--- src/dspic_cfg.svh ---
/*
 * Register offsets, field positions and reset values for the port and
 * interrupt control block of the dual serial controller.
 * Assumes a 4-bit register address and 8-bit data bus.
 */
`ifndef DSPIC_CFG_SVH
`define DSPIC_CFG_SVH

// ----------------------------------------------------------------------
// Register offsets
// ----------------------------------------------------------------------
`define DSPIC_ADDR_AUX_CONTROL    4'h4
`define DSPIC_ADDR_INPUT_CHANGE   4'h4
`define DSPIC_ADDR_INT_STATUS     4'h5
`define DSPIC_ADDR_INT_MASK       4'h5
`define DSPIC_ADDR_OUTPUT_CONFIG  4'hd
`define DSPIC_ADDR_OUTPUT_SET     4'he
`define DSPIC_ADDR_OUTPUT_CLEAR   4'hf

// ----------------------------------------------------------------------
// Field positions
// ----------------------------------------------------------------------
`define DSPIC_AUX_BAUD_SET_BIT    7
`define DSPIC_AUX_CT_MSB          6
`define DSPIC_AUX_CT_LSB          4
`define DSPIC_AUX_CT_TIMER_BIT    6
`define DSPIC_STS_INPUT_CHANGE    7
`define DSPIC_STS_BREAK_B         6
`define DSPIC_STS_RX_B            5
`define DSPIC_STS_TX_B            4
`define DSPIC_STS_COUNTER         3
`define DSPIC_STS_BREAK_A         2
`define DSPIC_STS_RX_A            1
`define DSPIC_STS_TX_A            0

// ----------------------------------------------------------------------
// Reset values
// ----------------------------------------------------------------------
`define DSPIC_RST_BYTE            8'h00
`define DSPIC_RST_NIBBLE          4'h0

`endif

--- src/dspic_pkg.sv ---
/*
 * Types shared by the port and interrupt control block.
 * Assumes nothing beyond a SystemVerilog compiler.
 */
package dspic_pkg;
  typedef enum logic [2:0] {
    DSPIC_CNT_PIN2,
    DSPIC_CNT_TXA,
    DSPIC_CNT_TXB,
    DSPIC_CNT_OSC16,
    DSPIC_TMR_PIN2,
    DSPIC_TMR_PIN2_16,
    DSPIC_TMR_OSC,
    DSPIC_TMR_OSC16
  } dspic_ct_sel_t;

  typedef enum logic [1:0] {
    DSPIC_SRC_PIN,
    DSPIC_SRC_TXBIT,
    DSPIC_SRC_OSC,
    DSPIC_SRC_OSC16
  } dspic_ct_src_t;
endpackage

--- src/dspic_chg_if.sv ---
/*
 * Interface carrying the change-of-state detector results to the top.
 * Assumes both ends run on the same clock.
 */
`timescale 1ns/10ps
interface dspic_chg_if;
  logic [3:0] level;
  logic [3:0] change;
  modport detector (output level, output change);
  modport user     (input level, input change);
endinterface

--- src/dspic_chg_detect.sv ---
/*
 * Change-of-state detector for four input pins: two-stage synchroniser,
 * then a compare of successive synchronised samples.
 * Assumes raw pins are asynchronous to clk_in.
 */
`timescale 1ns/10ps
module dspic_chg_detect (
  input  wire logic       clk_in,
  input  wire logic       rst_n_in,
  input  wire logic [3:0] pins_in,
  dspic_chg_if.detector   chg
);
  `include "dspic_cfg.svh"

  logic [3:0] meta_reg;
  logic [3:0] sync_reg;
  logic [3:0] prev_reg;

  always_ff @(posedge clk_in or negedge rst_n_in) begin
    if (!rst_n_in) begin
      meta_reg <= `DSPIC_RST_NIBBLE;
      sync_reg <= `DSPIC_RST_NIBBLE;
      prev_reg <= `DSPIC_RST_NIBBLE;
    end else begin
      meta_reg <= pins_in;
      sync_reg <= meta_reg;
      prev_reg <= sync_reg;
    end
  end

  assign chg.level  = sync_reg;
  assign chg.change = sync_reg ^ prev_reg;
endmodule

--- src/dspic_top.sv ---
/*
 * Port and interrupt control of a dual serial controller: output latch
 * with bit set/clear writes, input change register, auxiliary control,
 * interrupt status and mask driving one active-low interrupt pin.
 * Assumes a host bus with 4-bit address, chip select, read and write
 * strobes (one cycle each, synchronous to clk_in), and event inputs from
 * the channels and counter/timer on the same clock.
 */
// What this block does
// RULE1: Writing output-set register sets every latch bit where data is one.
// RULE2: Writing output-clear register clears every latch bit where data is one.
// RULE3: Latch-sourced output pins show the inverse of their latch bit.
// RULE4: Aux control bit 7 selects one of two baud-rate sets.
// RULE5: Aux codes 000-011 pick counter mode with pin2, txA, txB, osc/16 clocks; code drives the same DSPIC_SRC_TXBIT source for txA and txB.
// RULE6: Aux codes 100-111 pick timer mode with pin2, pin2/16, osc, osc/16.
// RULE7: Aux bits 3-0 enable which input changes set the input-change status.
// RULE8: Change bits 7-4 set on pin change, all cleared on register read.
// RULE9: Reading the input-change register also clears status bit 7.
// RULE10: Change register bits 3-0 show live input pin levels.
// RULE11: Interrupt pin low when any status bit and its mask bit are set.
// RULE12: Status reads return unmasked status.
// RULE13: Status resets to zero with the documented bit order.
// RULE14: Break-change status sets on break start or end, cleared by command.
// RULE15: Receive status follows fill level or watchdog expiry.
// RULE16: Transmit status follows transmit fifo level, not ready bit.
// RULE17: Counter mode: ready sets at terminal count, stop command clears it.
// RULE18: Timer mode: ready sets each square-wave cycle, stop clears, runs on.
// RULE19: Mask gates only the interrupt pin, not pin outputs or reads.
// RULE20: Output pins 7-2 show inverted latch until configuration selects otherwise.
// RULE21: Host writes aux/mask, reads change/status at shared addresses.
`timescale 1ns/10ps
module dspic_top
  import dspic_pkg::*;
(
  input  wire logic       clk_in,
  input  wire logic       rst_n_in,
  input  wire logic [3:0] addr_in,
  input  wire logic       cs_in,
  input  wire logic       rd_in,
  input  wire logic       wr_in,
  input  wire logic [7:0] wdata_in,
  output logic      [7:0] rdata_out,
  input  wire logic [3:0] input_pins_in,
  input  wire logic       rx_irq_chan_a_in,
  input  wire logic       rx_irq_chan_b_in,
  input  wire logic       tx_irq_chan_a_in,
  input  wire logic       tx_irq_chan_b_in,
  input  wire logic       break_edge_a_in,
  input  wire logic       break_edge_b_in,
  input  wire logic       reset_break_a_in,
  input  wire logic       reset_break_b_in,
  input  wire logic       counter_terminal_in,
  input  wire logic       timer_zero_in,
  input  wire logic       stop_counter_in,
  input  wire logic [7:0] alt_source_in,
  output logic      [7:0] output_pins_out,
  output logic            interrupt_pin_n_out,
  output logic            baud_set_out,
  output logic            ct_timer_mode_out,
  output logic      [1:0] ct_clock_src_out,
  output logic            ct_prescale16_out,
  output logic      [7:0] interrupt_status_out
);
  `include "dspic_cfg.svh"

  // --------------------------------------------------------------------
  // Registers and decode
  // --------------------------------------------------------------------
  logic [7:0] output_latch_reg;
  logic [7:0] output_latch_next;
  logic [7:0] aux_control_reg;
  logic [7:0] interrupt_mask_reg;
  logic [7:0] output_config_reg;
  logic [3:0] input_change_reg;
  logic [3:0] input_change_next;
  logic       change_int_reg;
  logic       change_int_next;
  logic       break_a_reg;
  logic       break_b_reg;
  logic       counter_ready_reg;
  logic       counter_ready_next;
  logic       timer_half_reg;
  logic [7:0] rdata_reg;
  logic [7:0] rdata_next;
  logic [7:0] status_live;
  logic [3:0] change_enabled;
  logic [7:0] irq_hits;

  dspic_chg_if chg ();

  dspic_chg_detect i_dspic_chg_detect (
    .clk_in   (clk_in),
    .rst_n_in (rst_n_in),
    .pins_in  (input_pins_in),
    .chg      (chg)
  );

  function automatic logic hit(input logic [3:0] a, input logic [3:0] target);
    hit = (a == target);
  endfunction

  // Offsets 4 and 5 name different registers for writes and for reads.
  wire wr_stb       = cs_in & wr_in;
  wire rd_stb       = cs_in & rd_in;
  wire wr_set       = wr_stb & hit(addr_in, `DSPIC_ADDR_OUTPUT_SET);
  wire wr_clear     = wr_stb & hit(addr_in, `DSPIC_ADDR_OUTPUT_CLEAR);
  wire wr_aux       = wr_stb & hit(addr_in, `DSPIC_ADDR_AUX_CONTROL);   // RULE21
  wire wr_mask      = wr_stb & hit(addr_in, `DSPIC_ADDR_INT_MASK);      // RULE21
  wire wr_config    = wr_stb & hit(addr_in, `DSPIC_ADDR_OUTPUT_CONFIG);
  wire rd_change    = rd_stb & hit(addr_in, `DSPIC_ADDR_INPUT_CHANGE);  // RULE21
  wire rd_status    = rd_stb & hit(addr_in, `DSPIC_ADDR_INT_STATUS);
  wire timer_mode   = aux_control_reg[`DSPIC_AUX_CT_TIMER_BIT];

  // --------------------------------------------------------------------
  // Output latch
  // --------------------------------------------------------------------
  // Set and clear never coincide since they are separate addresses.
  genvar i;
  generate
    for (i = 0; i < 8; i++) begin : g_latch
      assign output_latch_next[i] = (wr_set & wdata_in[i])   ? 1'b1         // RULE1
                                  : (wr_clear & wdata_in[i]) ? 1'b0         // RULE2
                                  : output_latch_reg[i];
    end
  endgenerate

  // --------------------------------------------------------------------
  // Input change and status bits
  // --------------------------------------------------------------------
  // Pin changes land here three edges after the pin moves: two sync stages and a compare.
  // A change arriving in the read cycle survives the clear.
  assign input_change_next = (rd_change ? `DSPIC_RST_NIBBLE : input_change_reg)
                           | chg.change;                                      // RULE8
  assign change_enabled    = chg.change & aux_control_reg[3:0];               // RULE7
  assign change_int_next   = (rd_change ? 1'b0 : change_int_reg)              // RULE9
                           | (|change_enabled);                               // RULE7

  // --------------------------------------------------------------------
  // Counter ready
  // --------------------------------------------------------------------
  // Timer mode sets the flag on every second zero count, once per square-wave cycle.
  wire ct_event = timer_mode ? (timer_zero_in & timer_half_reg)               // RULE18
                             : counter_terminal_in;                           // RULE17
  assign counter_ready_next = (stop_counter_in ? 1'b0 : counter_ready_reg) | ct_event;

  always_ff @(posedge clk_in or negedge rst_n_in) begin
    if (!rst_n_in) begin
      counter_ready_reg <= 1'b0;
      timer_half_reg    <= 1'b0;
    end else begin
      counter_ready_reg <= counter_ready_next;
      if (timer_zero_in && timer_mode) begin
        timer_half_reg <= ~timer_half_reg;
      end
    end
  end

  // --------------------------------------------------------------------
  // State registers
  // --------------------------------------------------------------------
  always_ff @(posedge clk_in or negedge rst_n_in) begin
    if (!rst_n_in) begin
      output_latch_reg <= `DSPIC_RST_BYTE;
    end else begin
      output_latch_reg <= output_latch_next;
    end
  end

  always_ff @(posedge clk_in or negedge rst_n_in) begin
    if (!rst_n_in) begin
      input_change_reg <= `DSPIC_RST_NIBBLE;
      change_int_reg   <= 1'b0;                                           // RULE13
    end else begin
      input_change_reg <= input_change_next;
      change_int_reg   <= change_int_next;
    end
  end

  // --------------------------------------------------------------------
  // Control registers
  // --------------------------------------------------------------------
  always_ff @(posedge clk_in or negedge rst_n_in) begin
    if (!rst_n_in) begin
      aux_control_reg <= `DSPIC_RST_BYTE;
    end else if (wr_aux) begin
      aux_control_reg <= wdata_in;
    end
  end

  always_ff @(posedge clk_in or negedge rst_n_in) begin
    if (!rst_n_in) begin
      interrupt_mask_reg <= `DSPIC_RST_BYTE;
    end else if (wr_mask) begin
      interrupt_mask_reg <= wdata_in;
    end
  end

  always_ff @(posedge clk_in or negedge rst_n_in) begin
    if (!rst_n_in) begin
      output_config_reg <= `DSPIC_RST_BYTE;                               // RULE20
    end else if (wr_config) begin
      output_config_reg <= wdata_in;
    end
  end

  // Break flags: the edge wins over a same-cycle reset command.
  always_ff @(posedge clk_in or negedge rst_n_in) begin
    if (!rst_n_in) begin
      break_a_reg <= 1'b0;
    end else begin
      break_a_reg <= (break_a_reg & ~reset_break_a_in) | break_edge_a_in;   // RULE14
    end
  end

  always_ff @(posedge clk_in or negedge rst_n_in) begin
    if (!rst_n_in) begin
      break_b_reg <= 1'b0;
    end else begin
      break_b_reg <= (break_b_reg & ~reset_break_b_in) | break_edge_b_in;   // RULE14
    end
  end

  // --------------------------------------------------------------------
  // Interrupt status
  // --------------------------------------------------------------------
  assign status_live = {change_int_reg,                                     // RULE13
                        break_b_reg,
                        rx_irq_chan_b_in,                                   // RULE15
                        tx_irq_chan_b_in,                                   // RULE16
                        counter_ready_reg,
                        break_a_reg,
                        rx_irq_chan_a_in,                                   // RULE15
                        tx_irq_chan_a_in};                                  // RULE16

  // --------------------------------------------------------------------
  // Read path
  // --------------------------------------------------------------------
  // Read data stands for one cycle and then returns to zero.
  assign rdata_next = rd_change ? {input_change_reg, chg.level}             // RULE10
                    : rd_status ? status_live                               // RULE12
                    : `DSPIC_RST_BYTE;

  always_ff @(posedge clk_in or negedge rst_n_in) begin
    if (!rst_n_in) begin
      rdata_reg <= `DSPIC_RST_BYTE;
    end else begin
      rdata_reg <= rdata_next;
    end
  end

  assign rdata_out = rdata_reg;

  // --------------------------------------------------------------------
  // Pins and counter/timer selection
  // --------------------------------------------------------------------
  generate
    for (i = 0; i < 8; i++) begin : g_pin
      // Alternate sources are unmasked dedicated outputs.
      assign output_pins_out[i] = output_config_reg[i] ? alt_source_in[i]   // RULE19
                                : ~output_latch_reg[i];                     // RULE3
    end
  endgenerate

  assign irq_hits             = status_live & interrupt_mask_reg;           // RULE19
  assign interrupt_pin_n_out  = ~(|irq_hits);                               // RULE11
  assign interrupt_status_out = status_live;                                // RULE19
  assign baud_set_out         = aux_control_reg[`DSPIC_AUX_BAUD_SET_BIT];   // RULE4
  assign ct_timer_mode_out    = timer_mode;

  dspic_ct_sel_t ct_sel;
  assign ct_sel = dspic_ct_sel_t'(aux_control_reg[`DSPIC_AUX_CT_MSB:`DSPIC_AUX_CT_LSB]);

  always_comb begin
    ct_clock_src_out  = DSPIC_SRC_PIN;
    ct_prescale16_out = 1'b0;
    case (ct_sel)
      DSPIC_CNT_PIN2: begin                                                 // RULE5
        ct_clock_src_out = DSPIC_SRC_PIN;
      end
      DSPIC_CNT_TXA: begin
        ct_clock_src_out = DSPIC_SRC_TXBIT;
      end
      DSPIC_CNT_TXB: begin
        ct_clock_src_out = DSPIC_SRC_TXBIT;
        ct_prescale16_out = 1'b0;
      end
      DSPIC_CNT_OSC16: begin
        ct_clock_src_out  = DSPIC_SRC_OSC16;
      end
      DSPIC_TMR_PIN2: begin                                                 // RULE6
        ct_clock_src_out = DSPIC_SRC_PIN;
      end
      DSPIC_TMR_PIN2_16: begin
        ct_clock_src_out  = DSPIC_SRC_PIN;
        ct_prescale16_out = 1'b1;
      end
      DSPIC_TMR_OSC: begin
        ct_clock_src_out = DSPIC_SRC_OSC;
      end
      DSPIC_TMR_OSC16: begin
        ct_clock_src_out = DSPIC_SRC_OSC16;
      end
      default: begin
        ct_clock_src_out = DSPIC_SRC_PIN;
      end
    endcase
  end
endmodule

--- config.mk ---
export PLATFORM = sky130hd
export DESIGN_NAME = dspic_top
export DESIGN_NICKNAME = d
export VERILOG_FILES = /design/src/dspic_pkg.sv /design/src/dspic_chg_if.sv /design/src/dspic_chg_detect.sv /design/src/dspic_top.sv
export VERILOG_INCLUDE_DIRS = /design/src
export SDC_FILE = /design/constraint.sdc
export NUM_CORES = 1
export LEC_CHECK = 0
export BUFFER_PORTS_ARGS = -buffer_cell sky130_fd_sc_hd__buf_2
export CORE_ASPECT_RATIO = 1.25
export CORE_MARGIN = 8
export CORE_UTILIZATION = 45
export CTS_BUF_LIST = sky130_fd_sc_hd__clkbuf_8
export DETAILED_ROUTE_END_ITERATION = 16
export GPL_TIMING_DRIVEN = 0
export PLACE_DENSITY_LB_ADDON = 0.1
export REMOVE_ABC_BUFFERS = 1
export SYNTH_ARGS = -nofsm -noshare
export SYNTH_HDL_FRONTEND = slang
export SYNTH_SLANG_ARGS = --single-unit
--- constraint.sdc ---
create_clock -name clk_in -period 1 [get_ports clk_in]
set_input_delay 0.15 -clock clk_in [delete_from_list [all_inputs] [get_ports clk_in]]
set_output_delay 0.15 -clock clk_in [all_outputs]
set_load 0.01 [all_outputs]
==> results.sh, run 1 <==
export IMPL_numCtsBuffers=9
export IMPL_place_ws_ns=-0.4659
export IMPL_end_kind="output pin"
export IMPL_design_area_um2=3511
export IMPL_crit_arrival_ns=1.26
export IMPL_slowest_delay_ns=0.40
export IMPL_cts_buffer_depth=2
export IMPL_synth_edf_count=0
export IMPL_synth_compound_area_share_pct=12.60
export IMPL_synthFlopType="dfrtp_1"
export IMPL_period_needed_ns=1.414
export IMPL_io_buffer_count=69
export IMPL_slew_violations=0
export IMPL_place_inst=308
export IMPL_ys_types=34
export IMPL_worstHoldStart="counter_terminal_in"
export IMPL_path_class="reg -> out"
export IMPL_nets=328
export IMPL_synthMuxAreaShare_pct=11.82
export IMPL_fp_coreArea_um2=5443
export IMPL_cts_tree="done"
export IMPL_crit_chain="a22oi_2, and4_1, buf_2"
export IMPL_dieArea_um2=8323
export IMPL_maxCapViolCount=0
export IMPL_synthArstFlopShare_pct=100.0
export IMPL_rr_worst_depth=6
export IMPL_fin_crit_sh_pct=141.4
export IMPL_fin_cells=357
export IMPL_leakage_nw=1.686
export IMPL_dr_pass1_iters=4
export IMPL_synth_top_family_by_area="compound AO/OA/AOI/OAI gates"
export IMPL_track_usage_pct=14.66
export IMPL_crit_path_start="interrupt_mask_reg[0]$_DFFE_PN0P_"
export IMPL_overflow=0
export IMPL_hold_violations=0
export IMPL_setup_ws_ns=-0.4139
export IMPL_worstPathMaxFanout=2
export IMPL_slowest_stage="dfrtp_1"
export IMPL_synthCells=190
export IMPL_r2r_slack_ns=-0.16
export IMPL_timing_rr_end="counter_ready_reg$_DFF_PN0_"
export IMPL_grt_first_pass_wirelength_um=9687
export IMPL_whs_ns=0.02947
export IMPL_gp_congestion=0.7029
export IMPL_synth_xor_area_share_pct=1.723
export IMPL_ys_seq_area_share_pct=60.07
export IMPL_wl_per_cell_um=16.78
export IMPL_syn_area_per_cell_um2=13.37
export IMPL_synth_adder_area_share_pct=0.3939
export IMPL_hp_class="in -> reg"
export IMPL_grt_pass1_vias=1938
export IMPL_synthSimpleGateAreaFrac_pct=7.976
export IMPL_setup_viol=23
export IMPL_drc=0
export IMPL_vias=1832
export IMPL_critPathRequiredTime_ns=0.85
export IMPL_routed_via_density=5.132
export IMPL_violations="setup timing"
export IMPL_start_util_pct=46.69
export IMPL_grt_max_degree=62
export IMPL_hold_end="counter_ready_reg$_DFF_PN0_"
export IMPL_fp_dieW_um=83.22
export IMPL_peakVddDrop_v=0.001006
export IMPL_wirelength_um=5989
export IMPL_io_pins=70
export IMPL_clock_sinks=61
export IMPL_whs_path_depth=3
export IMPL_drt_iter0_drc=89
export IMPL_root_buffer="clkbuf_8"
export IMPL_worst_pin_slew_ns=0.5570
export IMPL_status="complete, but fails checks"
export IMPL_relSlewSlack_pct=62.86
export IMPL_antenna_cells=0
export IMPL_cts_max_level=3
export IMPL_synth_area_um2=2541
export IMPL_syn2layout_area_growth_pct=38.16
export IMPL_power_density_nw_per_um2=2005
export IMPL_place_area_um2=2844
export IMPL_fin_util_pct=64.51
export IMPL_critPathBufInv=1
export IMPL_rsz0062_at_grt="yes"
export IMPL_rows=30
export IMPL_fin_worst_skew_ns=0.004494
export IMPL_r2r_start="counter_ready_reg$_DFF_PN0_"
export IMPL_die_y_um=100.0
export IMPL_fill_cells=430
export IMPL_layout_drive_gt1_share_pct=49.49
export IMPL_fmax_mhz=707.3
export IMPL_clkLatencyLatePin_ns=0.34
export IMPL_ys_warnings_count=0
export IMPL_ys_ff_latch=61
export IMPL_final_cell_mix="dfrtp_1, buf_2, buf_6"
export IMPL_antenna_found_initial=0
export IMPL_crit_path_start_kind="flip-flop"
export IMPL_path_clk_slew_ns=0.07
export IMPL_drtAntennaViolNets=0
export IMPL_layout_commonest_cell="dfrtp_1"
export IMPL_path_delay_family="flip-flops"
export IMPL_dpl_hpwl_um=3891
[where the power goes]
part           switching (mW)  internal (mW)  leakage (nW)
Clock                   0.938           1.70         0.129
Sequential              0.213           2.79         0.751
Combinational           0.567          0.829         0.807
Total                    1.72           5.32          1.69
[cells in the mapped netlist, types with 3 or more instances]
cell / n / area, µm²
buf_4: 8 / 60.06
mux2_2: 16 / 180.2
inv_1: 4 / 15.01
mux2_4: 8 / 120.1
dfrtp_1: 61 / 1526
o31ai_1: 8 / 60.06
xor2_1: 4 / 35.03
o21ai_0: 16 / 80.08
a22o_1: 8 / 70.07
buf_6: 3 / 33.78
a22oi_1: 6 / 45.04
nand4_1: 8 / 50.05
a21o_1: 6 / 45.04
nand2_1: 11 / 41.29
[layout make-up]
| class | instances | area [µm²] | area share (%) |
|---|---|---|---|
| Clock inverter | 6 | 102.6 | 2.922 |
| Inverter | 4 | 15.01 | 0.4277 |
| Tap cell | 64 | 80.08 | 2.281 |
| Sequential cell | 61 | 1526 | 43.48 |
| Clock buffer | 10 | 137.6 | 3.920 |
| Multi-Input combinational cell | 110 | 918.4 | 26.16 |
| Timing Repair Buffer | 102 | 730.7 | 20.81 |
[kinds of logic after synthesis]
logic type	count (synthesis)
muxes	24
xor gates and xnor gates	5
and+or+nand+nor	33
DFF	61
buffers and inverters	19
AOI/OAI and AO/OA	47
adders and majority gates	1
[through the flow]
step | power [mW] | TNS (ns)
after CTS | 7.033 | -3.672
after global routing | 7.356 | -4.965
final | 7.039 | -3.674
after detailed placement | 4.022 | -36.75
after floorplan | 3.543 | -2.683
after global placement | 3.998 | -36.71
[metal layers]
metal / vias to the layer above / routed length (µm) / GRT usage (%)
met5: - / 0 / 0
met4: 0 / 87 / 6.504
met3: 9 / 428 / 6.483
met2: 49 / 2906 / 23.02
met1: 893 / 2566 / 16.89
li1: 881 / - / -
[repair_timing]
action,in CTS,in global routing
hold endpoints to repair,67,0
hold buffers,7,0
resized for setup,36,6
pin swaps,9,4
setup buffers,19,9
setup endpoints to repair,83,102
[worst max path at each step]
stage          depth (start not counted)                                 to  slack, ns
2_1_floorplan                          3  interrupt_mask_reg[0]$_DFFE_PN0P_      -0.16
3_3_place_gp                           4             rdata_out[1]$_DFF_PN0_      -0.47
3_5_place_dp                           4             rdata_out[3]$_DFF_PN0_      -0.47
4_1_cts                                3                interrupt_pin_n_out      -0.44
5_1_grt                                3                interrupt_pin_n_out      -0.49
6_report                               3                interrupt_pin_n_out      -0.41
[tightest hold or removal path: stages]
cell and delay (ns):
buf_2 0.08, a21oi_1 0.06, nand2_1 0.05
No activity file was read; power rests on OpenSTA's default activity.
==> run 2: changes to the inputs <==
Settings changed: CORE_UTILIZATION 45 to 48.
==> results.sh, run 2 (same netlist as run 1, synthesis figures left out) <==
export IMPL_status="complete, but fails checks"
export IMPL_violations="hold timing, setup timing"
export IMPL_maxCapViolCount=0
export IMPL_crit_path_start_kind="flip-flop"
export IMPL_fin_util_pct=67.49
export IMPL_numCtsBuffers=9
export IMPL_seqPwrFrac_pct=47.8
export IMPL_setup_viol=21
export IMPL_p_sw_mw=1.662
export IMPL_fin_cells=352
export IMPL_drt_iter0_drc=95
export IMPL_worstPathMaxFanout=2
export IMPL_peakVddDrop_v=0.001143
export IMPL_vias=1856
export IMPL_power_switching_share_pct=26.42
export IMPL_dpl_hpwl_um=3812
export IMPL_layout_commonest_cell="dfrtp_1"
export IMPL_setup_ws_ns=-0.4206
export IMPL_grt_first_pass_wirelength_um=9646
export IMPL_p_total_mw=6.292
export IMPL_io_pins=70
export IMPL_whs_ns=-0.1335
export IMPL_cts_max_level=3
export IMPL_critPathRequiredTime_ns=0.85
export IMPL_period_needed_ns=1.421
export IMPL_cts_tree="done"
export IMPL_pwr_share_clk_pct=29.8
export IMPL_die_y_um=97.35
export IMPL_clkLatencyLatePin_ns=0.33
export IMPL_fmax_mhz=703.9
export IMPL_routed_via_density=5.273
export IMPL_hp_class="in -> async"
export IMPL_slowest_delay_ns=0.40
export IMPL_slew_violations=0
export IMPL_combinationalPowerShare_pct=22.4
export IMPL_fin_worst_skew_ns=0.003686
export IMPL_overflow=0
export IMPL_slowest_stage="dfrtp_1"
export IMPL_fin_crit_sh_pct=142.1
export IMPL_grt_pass1_vias=1967
export IMPL_end_kind="output pin"
export IMPL_fp_coreArea_um2=5080
export IMPL_crit_chain="a22oi_1, and4_1, buf_6"
export IMPL_track_usage_pct=15.95
export IMPL_power_density_nw_per_um2=1835
export IMPL_critPathBufInv=1
export IMPL_leakage_nw=1.656
export IMPL_wirelength_um=5900
export IMPL_antenna_cells=0
export IMPL_met1_usage_pct=19.62
export IMPL_path_clk_slew_ns=0.06
export IMPL_fp_dieW_um=81.08
export IMPL_io_buffer_count=69
export IMPL_syn2layout_area_growth_pct=34.91
export IMPL_crit_arrival_ns=1.27
export IMPL_relSlewSlack_pct=49.98
export IMPL_antenna_found_initial=0
export IMPL_start_util_pct=50.02
export IMPL_gp_congestion=0.7041
export IMPL_rows=29
export IMPL_grt_max_degree=62
export IMPL_dieArea_um2=7893
export IMPL_drtAntennaViolNets=0
export IMPL_root_buffer="clkbuf_8"
export IMPL_hold_violations=61
export IMPL_nets=325
export IMPL_use_met2_pct=23.82
export IMPL_rsz0062_at_grt="yes"
export IMPL_path_delay_family="flip-flops"
export IMPL_cts_hold_buffers_added=6
export IMPL_cts_buffer_depth=2
export IMPL_wl_per_cell_um=16.76
export IMPL_clock_sinks=61
export IMPL_final_cell_mix="dfrtp_1, buf_2, buf_6"
export IMPL_p_int_mw=4.629
export IMPL_layout_drive_gt1_share_pct=49.31
export IMPL_drc=0
export IMPL_fill_cells=391
export IMPL_worst_pin_slew_ns=0.7503
export IMPL_path_class="reg -> out"
export IMPL_dr_pass1_iters=4
export IMPL_grtUsageMet3_pct=4.722
export IMPL_grt_busiest_layer="met2"
export IMPL_place_inst=306
run 2: power by group through the flow:
stage                     Sequential [mW]  Combinational [mW]  Clock, mW
final                                3.01                1.41       1.87
after global routing                 3.05                1.55       2.02
after CTS                            3.00                1.33       1.90
after detailed placement             3.05               0.970          0
after global placement               3.04               0.955          0
after floorplan                      3.00               0.545          0
run 2: what timing repair did:
| item | in CTS | in global routing |
|---|---|---|
| setup endpoints to repair | 43 | 42 |
| resized for setup | 34 | 16 |
| pin swaps | 9 | 3 |
| setup buffers | 20 | 8 |
| hold endpoints to repair | 6 | 61 |
run 2: area by class of cell:
cell class	instances	area (µm²)	area share, %
Sequential cell	61	1526	44.53
Multi-Input combinational cell	110	933.4	27.23
Timing Repair Buffer	99	704.4	20.55
Clock buffer	11	151.4	4.416
Tap cell	62	77.57	2.263
Clock inverter	5	20.02	0.5839
Inverter	4	15.01	0.4380
run 2: per-layer routing:
metal	wire length, µm	up-vias
li1	-	873
met1	2496	896
met2	2799	72
met3	469	15
met4	134	0
met5	0	-
run 2: stage by stage:
step / setup TNS (ns) / cell area, µm² / worst slack [ns]
5_1_grt: -4.393 / 3428 / -0.4720
3_5_place_dp: -35.55 / 2841 / -0.4656
6_report: -3.174 / 3428 / -0.4206
4_1_cts: -3.223 / 3333 / -0.3970
3_3_place_gp: -35.58 / 2841 / -0.5010
2_1_floorplan: -2.683 / 2419 / -0.1643
run 2: final timing paths:
check	from	endpoint	slack, ns	cells after the start
worst min-delay path	rst_n_in	output_latch_reg[7]$_DFFE_PN0P_	-0.13	1
max in group asynchronous	rst_n_in	i_dspic_chg_detect.chg.level[3]$_DFF_PN0_	0.61	1
worst min register to register	i_dspic_chg_detect.meta_reg[0]$_DFF_PN0_	i_dspic_chg_detect.chg.level[0]$_DFF_PN0_	0.35	0
min in group clk_in	counter_terminal_in	counter_ready_reg$_DFF_PN0_	0.04	3
worst max register to register	i_dspic_chg_detect.chg.level[2]$_DFF_PN0_	change_int_reg$_DFF_PN0_	-0.03	3
worst max-delay path	break_a_reg$_DFF_PN0_	interrupt_pin_n_out	-0.42	3
==> run 3: changes to the inputs <==
Settings changed: ABC_AREA from default to 1, CORE_UTILIZATION 48 to 49.
==> results.sh, run 3 <==
export IMPL_status="complete, but fails checks"
export IMPL_violations="hold timing, setup timing"
export IMPL_fp_coreArea_um2=5330
export IMPL_fin_crit_sh_pct=134.9
export IMPL_synthArstFlopShare_pct=100.0
export IMPL_crit_chain="nand2_1, nand4_1, nor2_1, buf_2"
export IMPL_fin_cells=464
export IMPL_power_density_nw_per_um2=1928
export IMPL_end_kind="output pin"
export IMPL_synthSimpleGateAreaFrac_pct=28.33
export IMPL_syn_area_per_cell_um2=8.846
export IMPL_dpl_hpwl_um=4397
export IMPL_vias=2252
export IMPL_synth_area_leaders="dfrtp_1, nand2_1, inv_1"
export IMPL_relSlewSlack_pct=49.35
export IMPL_antenna_cells=0
export IMPL_dieArea_um2=8020
export IMPL_cts_buffer_depth=2
export IMPL_synth_top_cells_by_count="nand2_1, dfrtp_1, inv_1"
export IMPL_antenna_found_initial=0
export IMPL_setup_viol=17
export IMPL_io_pins=70
export IMPL_period_needed_ns=1.349
export IMPL_rr_worst_depth=5
export IMPL_synthCells=299
export IMPL_ys_warnings_count=0
export IMPL_drc=0
export IMPL_layout_commonest_cell="nand2_1"
export IMPL_dr_pass1_iters=4
export IMPL_crit_arrival_ns=1.20
export IMPL_synthMuxAreaShare_pct=0
export IMPL_overflow=0
export IMPL_start_util_pct=49.62
export IMPL_synth_xor_area_share_pct=0.3311
export IMPL_gp_congestion=0.7978
export IMPL_critPathRequiredTime_ns=0.85
export IMPL_setup_ws_ns=-0.3487
export IMPL_ys_types=23
export IMPL_synth_compound_area_share_pct=5.818
export IMPL_worst_pin_slew_ns=0.7597
export IMPL_routed_via_density=4.853
export IMPL_layout_drive_gt1_share_pct=30.50
export IMPL_drt_iter0_drc=84
export IMPL_die_y_um=98.15
export IMPL_grt_pass1_vias=2244
export IMPL_r2r_slack_ns=0.01
export IMPL_rows=30
export IMPL_root_buffer="clkbuf_8"
export IMPL_synthFlopType="dfrtp_1"
export IMPL_clock_sinks=61
export IMPL_grt_first_pass_wirelength_um=10210
export IMPL_io_buffer_count=69
export IMPL_slew_violations=0
export IMPL_peakVddDrop_v=0.001119
export IMPL_syn2layout_area_growth_pct=34.39
export IMPL_synth_adder_area_share_pct=0
export IMPL_clkLatencyLatePin_ns=0.33
export IMPL_yosysTopAreaCellShare_pct=57.71
export IMPL_synth_top_area_cell="dfrtp_1"
export IMPL_ys_seq_area_share_pct=57.71
export IMPL_path_class="reg -> out"
export IMPL_yosysMostFrequentCell="nand2_1"
export IMPL_place_inst=420
export IMPL_fp_dieW_um=81.72
export IMPL_wl_per_cell_um=13.61
export IMPL_cts_tree="done"
export IMPL_nets=435
export IMPL_timing_rr_end="rdata_out[7]$_DFF_PN0_"
export IMPL_rsz0062_at_grt="yes"
export IMPL_r2r_start="change_int_reg$_DFF_PN0_"
export IMPL_fill_cells=472
export IMPL_drtAntennaViolNets=0
export IMPL_path_clk_slew_ns=0.06
export IMPL_synth_top_family_by_area="simple AND/OR/NAND/NOR gates"
export IMPL_final_cell_mix="nand2_1, buf_2, dfrtp_1"
export IMPL_slowest_delay_ns=0.41
export IMPL_worstPathMaxFanout=2
export IMPL_cts_hold_buffers_added=6
export IMPL_crit_path_start_kind="flip-flop"
export IMPL_fin_worst_skew_ns=0.003521
export IMPL_track_usage_pct=16.49
export IMPL_cts_max_level=3
export IMPL_synth_edf_count=0
export IMPL_p_total_mw=6.852
export IMPL_synth_area_um2=2645
export IMPL_tns_ns=-2.853
export IMPL_slowest_stage="dfrtp_1"
export IMPL_fin_util_pct=66.69
export IMPL_ys_ff_latch=61
export IMPL_whs_ns=-0.1209
export IMPL_leakage_nw=1.949
export IMPL_critPathBufInv=1
export IMPL_path_delay_family="flip-flops"
export IMPL_numCtsBuffers=9
export IMPL_fmax_mhz=741.5
export IMPL_maxCapViolCount=0
export IMPL_wirelength_um=6315
export IMPL_hp_class="in -> async"
export IMPL_hold_violations=61
export IMPL_grt_max_degree=62
==> run 3: changes by cell type after synthesis, moves of 8 or more <==
cell,delta
nand2_1,+106
nand3_1,+20
a22o_1,-8
mux2_4,-8
inv_1,+24
o21ai_1,+8
mux2_2,-16
o31ai_1,-8
==> run 3: where the power goes <==
part	total, mW	internal [mW]	switching, mW
registers	3.00	2.78	0.220
logic	1.25	0.612	0.633
clock network	2.60	1.67	0.932
total	6.85	5.07	1.79
==> run 3: worst max-delay path by stage <==
stage                                                  from  depth (start not counted)                               end  slack, ns
final                                 break_a_reg$_DFF_PN0_                          4               interrupt_pin_n_out      -0.35
after global routing      interrupt_mask_reg[4]$_DFFE_PN0P_                          4               interrupt_pin_n_out      -0.42
after CTS                             break_a_reg$_DFF_PN0_                          4               interrupt_pin_n_out      -0.31
after detailed placement                         addr_in[0]                          6  output_config_reg[6]$_DFFE_PN0P_      -0.41
after global placement                           addr_in[0]                          6  output_config_reg[7]$_DFFE_PN0P_      -0.41
after floorplan                                       wr_in                          5  output_config_reg[0]$_DFFE_PN0P_       0.02
==> run 3: layer usage <==
metal | vias to the layer above | global-route usage (%) | wire (µm)
met5 | - | 0 | 0
met4 | 0 | 9.214 | 139
li1 | 1142 | - | -
met2 | 57 | 26.34 | 3162
met1 | 1042 | 19.61 | 2605
met3 | 11 | 3.860 | 407
==> run 3: area by class of cell <==
class                           instances  area, µm²  share of cell area (%)
Sequential cell                        61       1528                   42.98
Multi-Input combinational cell        196      925.9                   26.05
Timing Repair Buffer                   97      655.6                   18.44
Clock buffer                           13      178.9                   5.033
Inverter                               30      121.4                   3.414
Tap cell                               64      80.08                   2.253
Clock inverter                          3      65.06                   1.830
==> run 3: worst reg2reg max path, cell delays in order (launching register included) <==
cell and delay, ns:
dfrtp_1 0.40, buf_6 0.12, buf_6 0.11, buf_6 0.10, nand4_1 0.08, o21ai_1 0.06
==> run 3: repair_timing <==
item,4_1_cts,5_1_grt
setup endpoints to repair,96,41
buffers inserted,12,13
pin swaps,8,7
gates resized for setup,15,15
hold endpoints to repair,67,61
==> run 3: logic make-up after synthesis <==
logic type	after synthesis
buffers and inverters	42
AND/OR/NAND/NOR	166
flip-flops	61
XOR/XNOR	1
AO/OA/AOI/OAI	29
==> run 3: per-stage QoR <==
step                      hold WS, ns  cell area, µm²  setup slack, ns
after floorplan               -0.1456            2556          0.01890
final                         -0.1209            3555          -0.3487
after global routing         -0.05115            3555          -0.4238
after detailed placement       0.2601            2982          -0.4119
after global placement         0.2573            2982          -0.4115
after CTS                    -0.09011            3433          -0.3126
